**src/common/rmli_params.svh**
```systemverilog
`ifndef RMLI_PARAMS_SVH
`define RMLI_PARAMS_SVH

// Widths
`define RMLI_NUM_IRQ  4
`define RMLI_MODE_W   4
`define RMLI_PHASE_W  2

// Reset values
`define RMLI_MODE_RST   4'h0
`define RMLI_MASK_RST   4'hF
`define RMLI_EDGE_RST   4'h0
`define RMLI_PIN_IDLE   4'hF
`define RMLI_PHASE_RST  2'h0

`endif

```
**src/common/rmli_pkg.sv**
```systemverilog
`include "rmli_params.svh"

package rmli_pkg;

  typedef struct packed {
    logic [`RMLI_NUM_IRQ-1:0] s2;
    logic [`RMLI_NUM_IRQ-1:0] s1;
  } rmli_sync_t;

  typedef struct packed {
    logic                     cap;
    logic [`RMLI_MODE_W-1:0]  mode;
    logic [`RMLI_NUM_IRQ-1:0] mask;
    logic [`RMLI_NUM_IRQ-1:0] edge_sel;
    logic [`RMLI_NUM_IRQ-1:0] prev;
    logic [`RMLI_NUM_IRQ-1:0] lat;
    logic [`RMLI_NUM_IRQ-1:0] pend;
    logic                     wake;
    logic [`RMLI_PHASE_W-1:0] phase;
  } rmli_state_t;

endpackage

```
**src/rtl/rmli_top.sv**
```systemverilog
// Functional notes
// - Pins select boot mode during reset, then serve as interrupt request lines.
// - Reset puts all state except the pin synchroniser in reset and restarts the phase generator.
// - At reset release the four pins are latched as the 4-bit operating mode.
// - Each request line is maskable, active-low level or falling-edge triggered.
// - Line 0 asserted during stop or wait wakes the processor.
// - Lines 1 to 3 asserted during wait wake it; they never wake from stop.
`timescale 1ns/100ps
`include "rmli_params.svh"

module rmli_top (
  // Clock and reset
  input  wire logic                     clk,
  input  wire logic                     arst_n,
  // Shared pins: bit i is boot_mode_sel_i in reset, ext_int_req_i (low) after
  input  wire logic [`RMLI_NUM_IRQ-1:0] mode_irq_pins,
  // Configuration write
  input  wire logic                     cfg_wr,
  input  wire logic [`RMLI_NUM_IRQ-1:0] cfg_mask_wdata,
  input  wire logic [`RMLI_NUM_IRQ-1:0] cfg_edge_wdata,
  // Interrupt acknowledge for edge-latched lines
  input  wire logic [`RMLI_NUM_IRQ-1:0] int_ack,
  // Standby state of the core
  input  wire logic                     standby_stop,
  input  wire logic                     standby_wait,
  // Results
  output      logic                     chip_rst_n,
  output      logic [`RMLI_MODE_W-1:0]  op_mode,
  output      logic [`RMLI_NUM_IRQ-1:0] int_req,
  output      logic                     standby_exit,
  output      logic [`RMLI_PHASE_W-1:0] phase_gen,
  output      logic [`RMLI_NUM_IRQ-1:0] cfg_mask,
  output      logic [`RMLI_NUM_IRQ-1:0] cfg_edge
);

  localparam rmli_pkg::rmli_state_t ST_RST = '{
    cap:      1'b0,
    mode:     `RMLI_MODE_RST,
    mask:     `RMLI_MASK_RST,
    edge_sel: `RMLI_EDGE_RST,
    prev:     `RMLI_PIN_IDLE,
    lat:      '0,
    pend:     '0,
    wake:     1'b0,
    phase:    `RMLI_PHASE_RST
  };

  rmli_pkg::rmli_state_t    st_reg;
  rmli_pkg::rmli_state_t    st_next;
  logic [`RMLI_NUM_IRQ-1:0] pin_s;
  logic [`RMLI_NUM_IRQ-1:0] fall;
  logic [`RMLI_NUM_IRQ-1:0] asserted;

  rmli_sync u_sync (
    .clk  (clk),
    .din  (mode_irq_pins),
    .dout (pin_s)
  );

  always_comb begin
    st_next  = st_reg;
    fall     = '0;
    asserted = '0;
    if (!st_reg.cap) begin
      // First edge after release: pins are still mode selects here
      st_next.cap  = 1'b1;
      st_next.mode = pin_s;
      st_next.prev = pin_s;
    end else begin
      st_next.phase = `RMLI_PHASE_W'(st_reg.phase + 1'b1);
      if (cfg_wr) begin
        st_next.mask     = cfg_mask_wdata;
        st_next.edge_sel = cfg_edge_wdata;
      end
      fall         = st_reg.prev & ~pin_s;
      st_next.prev = pin_s;
      // A new edge in the acknowledge cycle is kept: set wins
      st_next.lat  = (st_reg.lat & ~int_ack) | (fall & st_reg.edge_sel);
      asserted     = (st_reg.edge_sel & st_next.lat) | (~st_reg.edge_sel & ~pin_s);
      st_next.pend = asserted & ~st_reg.mask;
      // Masked lines do not wake, so software controls the wake sources
      st_next.wake = (st_next.pend[0] & (standby_stop | standby_wait))
                   | ((|st_next.pend[`RMLI_NUM_IRQ-1:1]) & standby_wait);
    end
  end

  always_ff @(posedge clk or negedge arst_n) begin
    if (!arst_n) begin
      st_reg <= ST_RST;
    end else begin
      st_reg <= st_next;
    end
  end

  assign chip_rst_n   = st_reg.cap;
  assign op_mode      = st_reg.mode;
  assign int_req      = st_reg.pend;
  assign standby_exit = st_reg.wake;
  assign phase_gen    = st_reg.phase;
  assign cfg_mask     = st_reg.mask;
  assign cfg_edge     = st_reg.edge_sel;
endmodule // rmli_top

```
**src/rtl/rmli_sync.sv**
```systemverilog
`timescale 1ns/100ps
`include "rmli_params.svh"

module rmli_sync (
  // Clock
  input  wire logic                     clk,
  // Pins and synchronised copy
  input  wire logic [`RMLI_NUM_IRQ-1:0] din,
  output      logic [`RMLI_NUM_IRQ-1:0] dout
);

  rmli_pkg::rmli_sync_t st_reg;
  rmli_pkg::rmli_sync_t st_next;

  always_comb begin
    st_next    = st_reg;
    st_next.s1 = din;
    st_next.s2 = st_reg.s1;
  end

  // No reset: the pins must keep being sampled while reset is held
  always_ff @(posedge clk) begin
    st_reg <= st_next;
  end

  assign dout = st_reg.s2;

endmodule // rmli_sync

```
**config.mk**
```make
export PLATFORM = sky130hd
export DESIGN_NAME = rmli_top
export DESIGN_NICKNAME = d
export VERILOG_FILES = /design/src/common/rmli_pkg.sv /design/src/rtl/rmli_top.sv /design/src/rtl/rmli_sync.sv
export VERILOG_INCLUDE_DIRS = /design/src /design/src/common
export SDC_FILE = /design/constraint.sdc
export NUM_CORES = 1
export LEC_CHECK = 0
export BUFFER_PORTS_ARGS = -buffer_cell sky130_fd_sc_hd__clkbuf_2
export CORE_MARGIN = 3
export CORE_UTILIZATION = 30
export DETAILED_ROUTE_END_ITERATION = 10
export GPL_TIMING_DRIVEN = 0
export PLACE_DENSITY = 0.53
export SLEW_MARGIN = 40
export SYNTH_ARGS = -nofsm -noshare
export SYNTH_HDL_FRONTEND = slang
export SYNTH_SLANG_ARGS = --single-unit
export TNS_END_PERCENT = 5
```
**constraint.sdc**
```tcl
create_clock -name clk -period 1.7 [get_ports clk]
set_input_delay 0.17 -clock clk [delete_from_list [all_inputs] [get_ports clk]]
set_output_delay 0.17 -clock clk [all_outputs]
set_load 0.01 [all_outputs]
```
==> impl_metrics.env, run 1 <==
export IMPL_r2r_end="standby_exit$_DFFE_PN0P_"
export IMPL_hold_violations=0
export IMPL_critPathCaptureType="register"
export IMPL_hold_start="cfg_edge_wdata[1]"
export IMPL_die_h_um=75.5
export IMPL_rr_worst_depth=4
export IMPL_p_clk_share_pct=27.0
export IMPL_fin_skew_ps=10.0
export IMPL_yosysUniqueCellTypes=25
export IMPL_ys_warnings_count=0
export IMPL_critPathLaunchType="register"
export IMPL_grt_max_degree=29
export IMPL_drc=0
export IMPL_cts_tree="yes"
export IMPL_power_per_cell_area_nw_per_um2=1120
export IMPL_switching_power_uw=538
export IMPL_wl_per_cell_um=12.9
export IMPL_tns_ps=0
export IMPL_cts_resized_gates=0
export IMPL_dp_hpwl_mm=2.03
export IMPL_critPathMaxFanout=4
export IMPL_syn_inst=112
export IMPL_postCtsHoldBufs=5
export IMPL_post_dp_cell_area_sq_um=1710
export IMPL_crit_required_ps=1840
export IMPL_io_pin_count=41
export IMPL_vias=965
export IMPL_tightest_slew_ps=704
export IMPL_clk_pin_slew_ps=70
export IMPL_die_area_sq_um=5690
export IMPL_coreArea_sq_um=4500
export IMPL_synth_nets=133
export IMPL_ys_ff_latch=36
export IMPL_grt_pass1_wl_mm=4.62
export IMPL_path_cells="nand4bb_1 > o31ai_2 > a2111oi_1 > o32ai_1"
export IMPL_cts_buffer_depth=2
export IMPL_totalWireLength_mm=2.78
export IMPL_gp_congestion=0.702
export IMPL_p_int_mw=1.52
export IMPL_p_comb_share_pct=21.3
export IMPL_syn2layout_area_growth_pct=27.1
export IMPL_first_global_vias=969
export IMPL_grt_usage_pct=11.3
export IMPL_critPathArrivalTime_ps=1670
export IMPL_synth_area_sq_um=1450
export IMPL_first_iter_violations=49
export IMPL_switching_share_pct=26.1
export IMPL_ir_drop_uv=371
export IMPL_cts_root_buf="clkbuf_8"
export IMPL_timing_rr_start="cfg_mask[0]$_DFFE_PN1P_"
export IMPL_fin_area_sq_um=1840
export IMPL_crit_path_max_incr_delay_ps=550
export IMPL_whs_path_depth=2
export IMPL_place_port_buffers=40
export IMPL_power_leakage_nw=0.893
export IMPL_ys_seq_area_share_pct=60.2
export IMPL_place_ws_ps=157
export IMPL_fin_crit_ps=1530
export IMPL_rsz0062_at_grt="false"
export IMPL_final_core_util_pct=40.9
export IMPL_slew_limit_headroom_pct=53.0
export IMPL_avgSynthCellArea_sq_um=12.9
export IMPL_first_pass_iters=4
export IMPL_start_util_pct=32.1
export IMPL_period_share_pct=90.0
export IMPL_crit_type="register to register"
export IMPL_cap_viol_max_count=0
export IMPL_gr_total_overflow=0
export IMPL_htree_levels=2
export IMPL_ant_nets=0
export IMPL_clock_sinks=36
export IMPL_drive_gt1_share_pct=55.5
export IMPL_slew_violations=0
export IMPL_setup_viol_count_final=0
export IMPL_cts_buffers=5
export IMPL_rrSetupSlack_ps=170
export IMPL_rows=24
export IMPL_antenna_found_initial=0
export IMPL_nets=185
export IMPL_antenna_cells=0
export IMPL_hold_slack_ps=115
export IMPL_status="finished, final reports clean"
export IMPL_hp_class="primary input to register"
export IMPL_nFillCells=454
export IMPL_final_setup_worst_slack_ps=171
export IMPL_holdPathEnd="cfg_edge[1]$_DFFE_PN0P_"
export IMPL_finalPower_mw=2.06
export IMPL_largest_reg_flops=8
export IMPL_max_freq_ghz=0.654
export IMPL_viasPerCell=4.47
export IMPL_slowest_stage="dfstp_2"
export IMPL_seqPwrFrac_pct=51.7
export IMPL_post_cts_setup_buffers=0
export IMPL_place_inst=204
export IMPL_fp_dieW_um=75.5
export IMPL_final_cells=216
export IMPL_clk_latency_ps=280
cells in the mapped netlist (all sizes together):
| cell type | n | area share, % |
|---|---|---|
| buf | 20 | 9.9 |
| dfrtp | 20 | 35 |
| mux2 | 15 | 12 |
| nand2 | 15 | 3.9 |
| dfstp | 8 | 15 |
| dfxtp | 8 | 11 |
| nand4b | 4 | 2.4 |
| nor2b | 4 | 2.2 |
| nand4bb | 3 | 2.3 |
| o31ai | 3 | 1.9 |
| inv | 2 | 0.52 |
| a2111oi | 1 | 0.69 |
| a31o | 1 | 0.61 |
| and2b | 1 | 0.52 |
| conb | 1 | 0.26 |
| nor2 | 1 | 0.26 |
| o21ai | 1 | 0.35 |
| o22ai | 1 | 0.43 |
| o32ai | 1 | 0.61 |
| xnor2 | 1 | 0.61 |
| xor2 | 1 | 0.61 |
final cells by class:
cell class	instances	area, sq um	area share [%]
timing repair buffer	45	250	13.6
sequential	36	871	47.3
multi-input combinational	54	425	23.1
buffer	20	144	7.82
clock buffer	6	72.6	3.94
clock inverter	1	5.00	0.272
tap	52	65.1	3.54
inverter	2	7.51	0.408
power groups by stage:
stage	sequential, mW	clock (mW)	combinational (mW)
after floorplan	1.06	0	0.293
after global placement	1.07	0	0.429
after detailed placement	1.08	0	0.439
after CTS	1.07	0.584	0.449
after global routing	1.09	0.628	0.486
final	1.06	0.557	0.439
kinds of logic after synthesis:
kind of cell / Yosys count / synth area share (%)
XOR/XNOR: 2 / 1.21
AND/OR/NAND/NOR: 28 / 11.7
flip-flops: 36 / 60.2
buffers and inverters: 22 / 10.5
other: 1 / 0.259
AO/OA/AOI/OAI: 8 / 4.58
multiplexers: 15 / 11.7
worst max-delay path, delay by kind of cell (launching register included):
family           cells  cell delay (ps)
flip-flops           1              550
AO/OA/AOI/OAI        3              680
AND/OR/NAND/NOR      1              150
placed cells by master, fill, tap and decap left out, types with 2 or more instances in the layout:
cell	instances
dlygate4sd3_1	5
nand4b_1	4
dfxtp_1	8
nand4bb_1	3
buf_4	18
clkbuf_2	40
inv_1	2
clkbuf_8	5
nor2b_1	3
o31ai_1	2
dfstp_2	8
dfrtp_1	20
mux2_2	15
nand2_1	15
worst max-delay path by stage:
stage	startpoint	to	slack [ps]	cells past startpoint
after global placement	cfg_mask[0]$_DFFE_PN1P_	standby_exit$_DFFE_PN0P_	160	4
after CTS	cfg_mask[0]$_DFFE_PN1P_	standby_exit$_DFFE_PN0P_	140	4
after global routing	cfg_mask[0]$_DFFE_PN1P_	standby_exit$_DFFE_PN0P_	40	4
after floorplan	cfg_mask[0]$_DFFE_PN1P_	standby_exit$_DFFE_PN0P_	340	4
final	cfg_mask[0]$_DFFE_PN1P_	standby_exit$_DFFE_PN0P_	170	4
after detailed placement	cfg_mask[0]$_DFFE_PN1P_	standby_exit$_DFFE_PN0P_	160	4
metal layers:
layer  GRT usage (%)  part of all wire (%)  vias to the layer above
met5               0                     0                        -
met4            6.99                   2.1                        0
met3            3.43                   5.5                        7
met2            17.3                    50                       26
met1            14.0                    42                      467
li1                -                     -                      465
Note: power is estimated with default switching activity, not from simulation.
==> inputs of run 2 (changes only) <==
- PLACE_DENSITY: 0.53 -> 0.55
- clock period: 1.7 -> 1.4 ns (I/O delays scaled with it)
==> run 2 against run 1 <==
Register-to-register slack got worse by 150 ps; combinational power is 28% higher; flip-flop and latch count unchanged; setup slack got worse by 150 ps; worst hold slack lost 33 ps.
==> impl_metrics.env, run 2 (same netlist as run 1, synthesis figures left out) <==
export IMPL_dp_hpwl_mm=1.99
export IMPL_slew_violations=0
export IMPL_fin_skew_ps=5.83
export IMPL_slew_limit_headroom_pct=54.1
export IMPL_syn2layout_area_growth_pct=31.7
export IMPL_power_leakage_nw=0.921
export IMPL_cap_viol_max_count=0
export IMPL_crit_required_ps=1540
export IMPL_cts_root_buf="clkbuf_8"
export IMPL_gr_total_overflow=0
export IMPL_mostFrequentLayoutCell="clkbuf_2"
export IMPL_fin_crit_ps=1380
export IMPL_rr_worst_depth=4
export IMPL_rows=24
export IMPL_die_area_sq_um=5690
export IMPL_r2r_end="standby_exit$_DFFE_PN0P_"
export IMPL_final_cell_mix="40 x clkbuf_2, 20 x buf_4, 19 x dfrtp_1, 15 x mux2_2, 15 x nand2_1"
export IMPL_switching_share_pct=25.5
export IMPL_path_cells="nand4bb_1 > o31ai_2 > a2111oi_2 > o32ai_1"
export IMPL_first_pass_iters=2
export IMPL_fp_dieW_um=75.5
export IMPL_htree_levels=2
export IMPL_drive_gt1_share_pct=59.6
export IMPL_setup_viol_count_final=0
export IMPL_totalWireLength_mm=2.80
export IMPL_io_pin_count=41
export IMPL_status="finished, final reports clean"
export IMPL_vias=958
export IMPL_cts_buffers=5
export IMPL_p_int_mw=1.97
export IMPL_seqPwrFrac_pct=49.0
export IMPL_coreArea_sq_um=4500
export IMPL_hold_violations=0
export IMPL_period_share_pct=98.2
export IMPL_p_comb_share_pct=21.2
export IMPL_switching_power_uw=674
export IMPL_whs_path_depth=2
export IMPL_tightest_slew_ps=689
export IMPL_finalPower_mw=2.64
export IMPL_gp_congestion=0.723
export IMPL_grt_usage_pct=11.2
export IMPL_timing_rr_start="cfg_mask[1]$_DFFE_PN1P_"
export IMPL_slowest_stage="dfstp_2"
export IMPL_place_port_buffers=40
export IMPL_critPathArrivalTime_ps=1510
export IMPL_clk_latency_ps=280
export IMPL_cts_tree="yes"
export IMPL_start_util_pct=32.1
export IMPL_place_ws_ps=-102
export IMPL_hp_class="primary input to register"
export IMPL_wl_per_cell_um=12.8
export IMPL_first_iter_violations=14
export IMPL_rrSetupSlack_ps=20
export IMPL_clock_sinks=36
export IMPL_nets=187
export IMPL_critPathLaunchType="register"
export IMPL_rsz0062_at_grt="true"
export IMPL_setup_worst_path_start="cfg_mask[1]$_DFFE_PN1P_"
export IMPL_hold_start="cfg_edge_wdata[0]"
export IMPL_ant_nets=0
export IMPL_largest_reg_flops=8
export IMPL_viasPerCell=4.39
export IMPL_final_setup_worst_slack_ps=24.9
export IMPL_antenna_found_initial=0
export IMPL_first_global_vias=1042
export IMPL_power_per_cell_area_nw_per_um2=1390
export IMPL_p_clk_share_pct=29.8
export IMPL_critPathMaxFanout=4
export IMPL_antenna_cells=0
export IMPL_ir_drop_uv=630
export IMPL_final_core_util_pct=42.3
export IMPL_nFillCells=442
export IMPL_crit_type="register to register"
export IMPL_max_freq_ghz=0.727
export IMPL_die_h_um=75.5
export IMPL_drc=0
export IMPL_clk_pin_slew_ps=70
export IMPL_grt_pass1_wl_mm=4.66
export IMPL_critPathCaptureType="register"
export IMPL_crit_path_max_incr_delay_ps=570
export IMPL_holdPathEnd="cfg_edge[0]$_DFFE_PN0P_"
export IMPL_cts_buffer_depth=2
export IMPL_grt_max_degree=29
==> run 2: cell types whose count changed in the layout (fill, tap and decap cells not counted), moves of 2 or more <==
cell	delta
o31ai_1	-2
o31ai_2	+2
buf_4	+2
clkbuf_8	+2
==> run 2: how the worst max path moves through the flow <==
stage                          endpoint  slack [ps]  cells after the start
3_5_place_dp   standby_exit$_DFFE_PN0P_        -100                      4
3_3_place_gp   standby_exit$_DFFE_PN0P_        -130                      4
6_report       standby_exit$_DFFE_PN0P_          20                      4
2_1_floorplan  standby_exit$_DFFE_PN0P_          40                      4
4_1_cts        standby_exit$_DFFE_PN0P_         -10                      4
5_1_grt        standby_exit$_DFFE_PN0P_         -60                      4
==> run 2: stage by stage <==
step	hold slack (ps)	instance area [sq um]	TNS (ps)	instances
final	82.3	1910	0	218
after global routing	80.4	1910	-64.9	218
after floorplan	-156	1450	0	112
after detailed placement	225	1710	-102	204
after global placement	216	1710	-126	204
after CTS	71.4	1890	-11.6	218
==> run 2: area by class of cell <==
type                       count  area, sq um  share of cell area [%]
sequential                    36          872                    45.7
multi-input combinational     54          457                    24.0
timing repair buffer          47          265                    13.9
buffer                        20          144                    7.55
clock buffer                   7         96.3                    5.05
tap                           52         65.1                    3.41
inverter                       2         7.51                   0.394
==> run 2: what timing repair did <==
item / in CTS / in global routing
hold endpoints to repair: 24 / 0
resized for setup: 3 / 2
hold buffers: 5 / 0
endpoints found under the setup margin: 1 / 1
gates cloned: 0 / 0
pin swaps: 3 / 0
buffers inserted: 2 / 0
==> run 2: worst max-delay path: cells and delay by family (launching register included) <==
family | cells | cell delay [ps]
DFF | 1 | 570
AOI/OAI and AO/OA | 3 | 520
and+or+nand+nor | 1 | 140
==> run 2: power groups by stage <==
stage / sequential [mW] / clock, mW / combinational, mW
after floorplan: 1.29 / 0 / 0.355
after global placement: 1.30 / 0 / 0.520
after detailed placement: 1.31 / 0 / 0.532
after CTS: 1.29 / 0.811 / 0.570
after global routing: 1.31 / 0.857 / 0.624
final: 1.30 / 0.787 / 0.560
==> run 2: layer usage <==
| layer | share of wire (%) | global-route usage (%) |
|---|---|---|
| met5 | 0 | 0 |
| met4 | 1.1 | 5.24 |
| met3 | 5.7 | 3.30 |
| met2 | 50 | 19.3 |
| met1 | 43 | 12.7 |
==> inputs of run 3 (changes only) <==
- SYNTH_HIERARCHICAL: unset -> 1
==> run 3 against run 2 <==
Worst hold slack better by 5.7 ps; synthesized cell count unchanged; first-iteration DRC count rose to 2.9 times the previous value; setup slack better by 8.2 ps; cell area up 3.1%; register-to-register slack about the same; critical endpoint unchanged.
==> impl_metrics.env, run 3 <==
export IMPL_switching_power_uw=688
export IMPL_status="finished, final reports clean"
export IMPL_critPathArrivalTime_ps=1500
export IMPL_synth_top_area_share_pct=34.6
export IMPL_grt_pass1_wl_mm=4.68
export IMPL_final_cell_mix="39 x clkbuf_2, 22 x buf_4, 20 x dfrtp_1, 15 x nand2_1, 15 x mux2_2"
export IMPL_synth_area_leader_cell="dfrtp_1"
export IMPL_regArea_sq_um=871
export IMPL_switching_share_pct=25.6
export IMPL_drc=0
export IMPL_rows=24
export IMPL_p_clk_share_pct=29.4
export IMPL_wl_per_cell_um=13.1
export IMPL_synthTopCellsByArea="dfrtp_1 35%, dfstp_2 15%, mux2_2 12%"
export IMPL_use_met2_pct=19.2
export IMPL_htree_levels=2
export IMPL_crit_path_max_incr_delay_ps=530
export IMPL_synthTopCellsByCount="20 x dfrtp_1, 18 x buf_4, 15 x mux2_2, 15 x nand2_1"
export IMPL_crit_type="register to register"
export IMPL_syn_inst=112
export IMPL_io_pin_count=41
export IMPL_first_global_vias=1056
export IMPL_die_h_um=75.5
export IMPL_crit_family="compound AO/OA/AOI/OAI gates"
export IMPL_ys_warnings_count=6
export IMPL_first_pass_iters=4
export IMPL_cts_tree="yes"
export IMPL_hold_violations=0
export IMPL_power_per_cell_area_nw_per_um2=1370
export IMPL_grt_max_degree=29
export IMPL_vias=980
export IMPL_clock_sinks=36
export IMPL_whs_path_depth=2
export IMPL_totalWireLength_mm=2.90
export IMPL_clk_pin_slew_ps=70
export IMPL_ys_ff_latch=36
export IMPL_place_port_buffers=40
export IMPL_fin_crit_ps=1370
export IMPL_hold_slack_ps=88.0
export IMPL_power_leakage_nw=0.943
export IMPL_antenna_found_initial=0
export IMPL_avgSynthCellArea_sq_um=12.9
export IMPL_gr_usage_met1_pct=12.7
export IMPL_grt_busiest_layer="met2"
export IMPL_nFillCells=433
export IMPL_period_share_pct=97.6
export IMPL_yosysMostFrequentCell="dfrtp_1"
export IMPL_gp_congestion=0.750
export IMPL_critPathLaunchType="register"
export IMPL_hp_class="primary input to register"
export IMPL_p_int_mw=2.00
export IMPL_path_buf_inv=0
export IMPL_largest_reg_flops=8
export IMPL_ys_seq_area_share_pct=60.2
export IMPL_first_iter_violations=40
export IMPL_critPathMaxFanout=2
export IMPL_drive_gt1_share_pct=60.9
export IMPL_p_comb_share_pct=22.4
export IMPL_place_ws_ps=-71.4
export IMPL_rr_worst_depth=4
export IMPL_fin_skew_ps=9.19
export IMPL_grt_usage_pct=11.3
export IMPL_tightest_slew_ps=653
export IMPL_grt_use_met3_pct=3.69
export IMPL_ir_drop_uv=595
export IMPL_rsz0062_at_grt="true"
export IMPL_synth_edf_count=0
export IMPL_async_flop_share_pct=77.8
export IMPL_cp_num_cells=4
export IMPL_fp_dieW_um=75.5
export IMPL_crit_required_ps=1530
export IMPL_clk_latency_ps=280
export IMPL_start_util_pct=32.1
export IMPL_yosysUniqueCellTypes=25
export IMPL_ant_nets=0
export IMPL_tns_ps=0
export IMPL_coreArea_sq_um=4500
export IMPL_viasPerCell=4.43
export IMPL_synth_nets=133
export IMPL_setup_viol_count_final=0
export IMPL_synth_ff_type="dfrtp_1"
export IMPL_cts_root_buf="clkbuf_8"
export IMPL_multiInputGateArea_sq_um=499
export IMPL_slew_limit_headroom_pct=56.5
export IMPL_antenna_cells=0
export IMPL_max_freq_ghz=0.732
export IMPL_slew_violations=0
export IMPL_die_area_sq_um=5690
export IMPL_syn2layout_area_growth_pct=35.9
export IMPL_gr_total_overflow=0
export IMPL_seqPwrFrac_pct=48.2
export IMPL_path_cells="nand4bb_1 > o31ai_2 > a2111oi_2 > o32ai_1"
export IMPL_final_setup_worst_slack_ps=33.2
export IMPL_slowest_stage="dfstp_2"
export IMPL_nets=189
export IMPL_synth_area_sq_um=1450
export IMPL_cts_buffer_depth=2
export IMPL_cap_viol_max_count=0
export IMPL_mostFrequentLayoutCell="clkbuf_2"
export IMPL_critPathCaptureType="register"
export IMPL_cts_buffers=5
## run 3: cell counts after synthesis
Identical to the previous run, type by type.
## run 3: power groups by stage
stage	clock, mW	combinational [mW]	sequential (mW)
2_1_floorplan	0	0.355	1.29
3_5_place_dp	0	0.530	1.31
4_1_cts	0.825	0.564	1.29
5_1_grt	0.866	0.663	1.32
6_report	0.791	0.602	1.30
3_3_place_gp	0	0.519	1.30
## run 3: worst paths after layout
| check | slack, ps | from | to |
|---|---|---|---|
| max | 30 | cfg_mask[2]$_DFFE_PN1P_ | standby_exit$_DFFE_PN0P_ |
| min | 90 | cfg_edge_wdata[1] | cfg_edge[1]$_DFFE_PN0P_ |
| max reg2reg | 30 | cfg_mask[2]$_DFFE_PN1P_ | standby_exit$_DFFE_PN0P_ |
| min reg2reg | 330 | u_sync/st_next[5]$_DFF_P_ | u_sync/dout[1]$_DFF_P_ |
| max in group asynchronous | 550 | arst_n | cfg_edge[2]$_DFFE_PN0P_ |
| min in group asynchronous | 420 | arst_n | phase_gen[0]$_DFFE_PN0P_ |
## run 3: metrics by stage
stage / cell area [sq um] / util [%] / power (mW) / instances
2_1_floorplan: 1450 / - / 1.64 / 112
3_3_place_gp: 1710 / 38.0 / 1.82 / 204
3_5_place_dp: 1710 / 38.0 / 1.84 / 204
4_1_cts: 1890 / 41.9 / 2.68 / 218
5_1_grt: 1970 / 43.7 / 2.84 / 221
6_report: 1970 / 43.7 / 2.69 / 221
## run 3: logic make-up after synthesis
kind of cell	Yosys count	synth area share, %
other cells	1	0.259
flops	36	60.2
mux	15	11.7
buf+inv	22	10.5
compound gates	8	4.58
xor+xnor	2	1.21
simple gates	28	11.7
## run 3: area by class of cell
cell class                 count  share of cell area (%)
clock buffer                   8                    5.09
sequential                    36                    44.3
buffer                        20                    7.32
inverter                       2                   0.382
tap                           52                    3.31
multi-input combinational     54                    25.4
timing repair buffer          49                    14.2
## run 3: what timing repair did
item,4_1_cts,5_1_grt
buffers inserted,1,3
hold buffers,5,0
gates resized for setup,3,6
hold endpoints to repair,24,0
pin swaps,1,3
setup endpoints to repair,1,1
## run 3: layer usage
layer | vias to the layer above | wire length (um)
li1 | 475 | -
met1 | 473 | 1240
met2 | 28 | 1470
met3 | 4 | 152
met4 | 0 | 33
met5 | - | 0
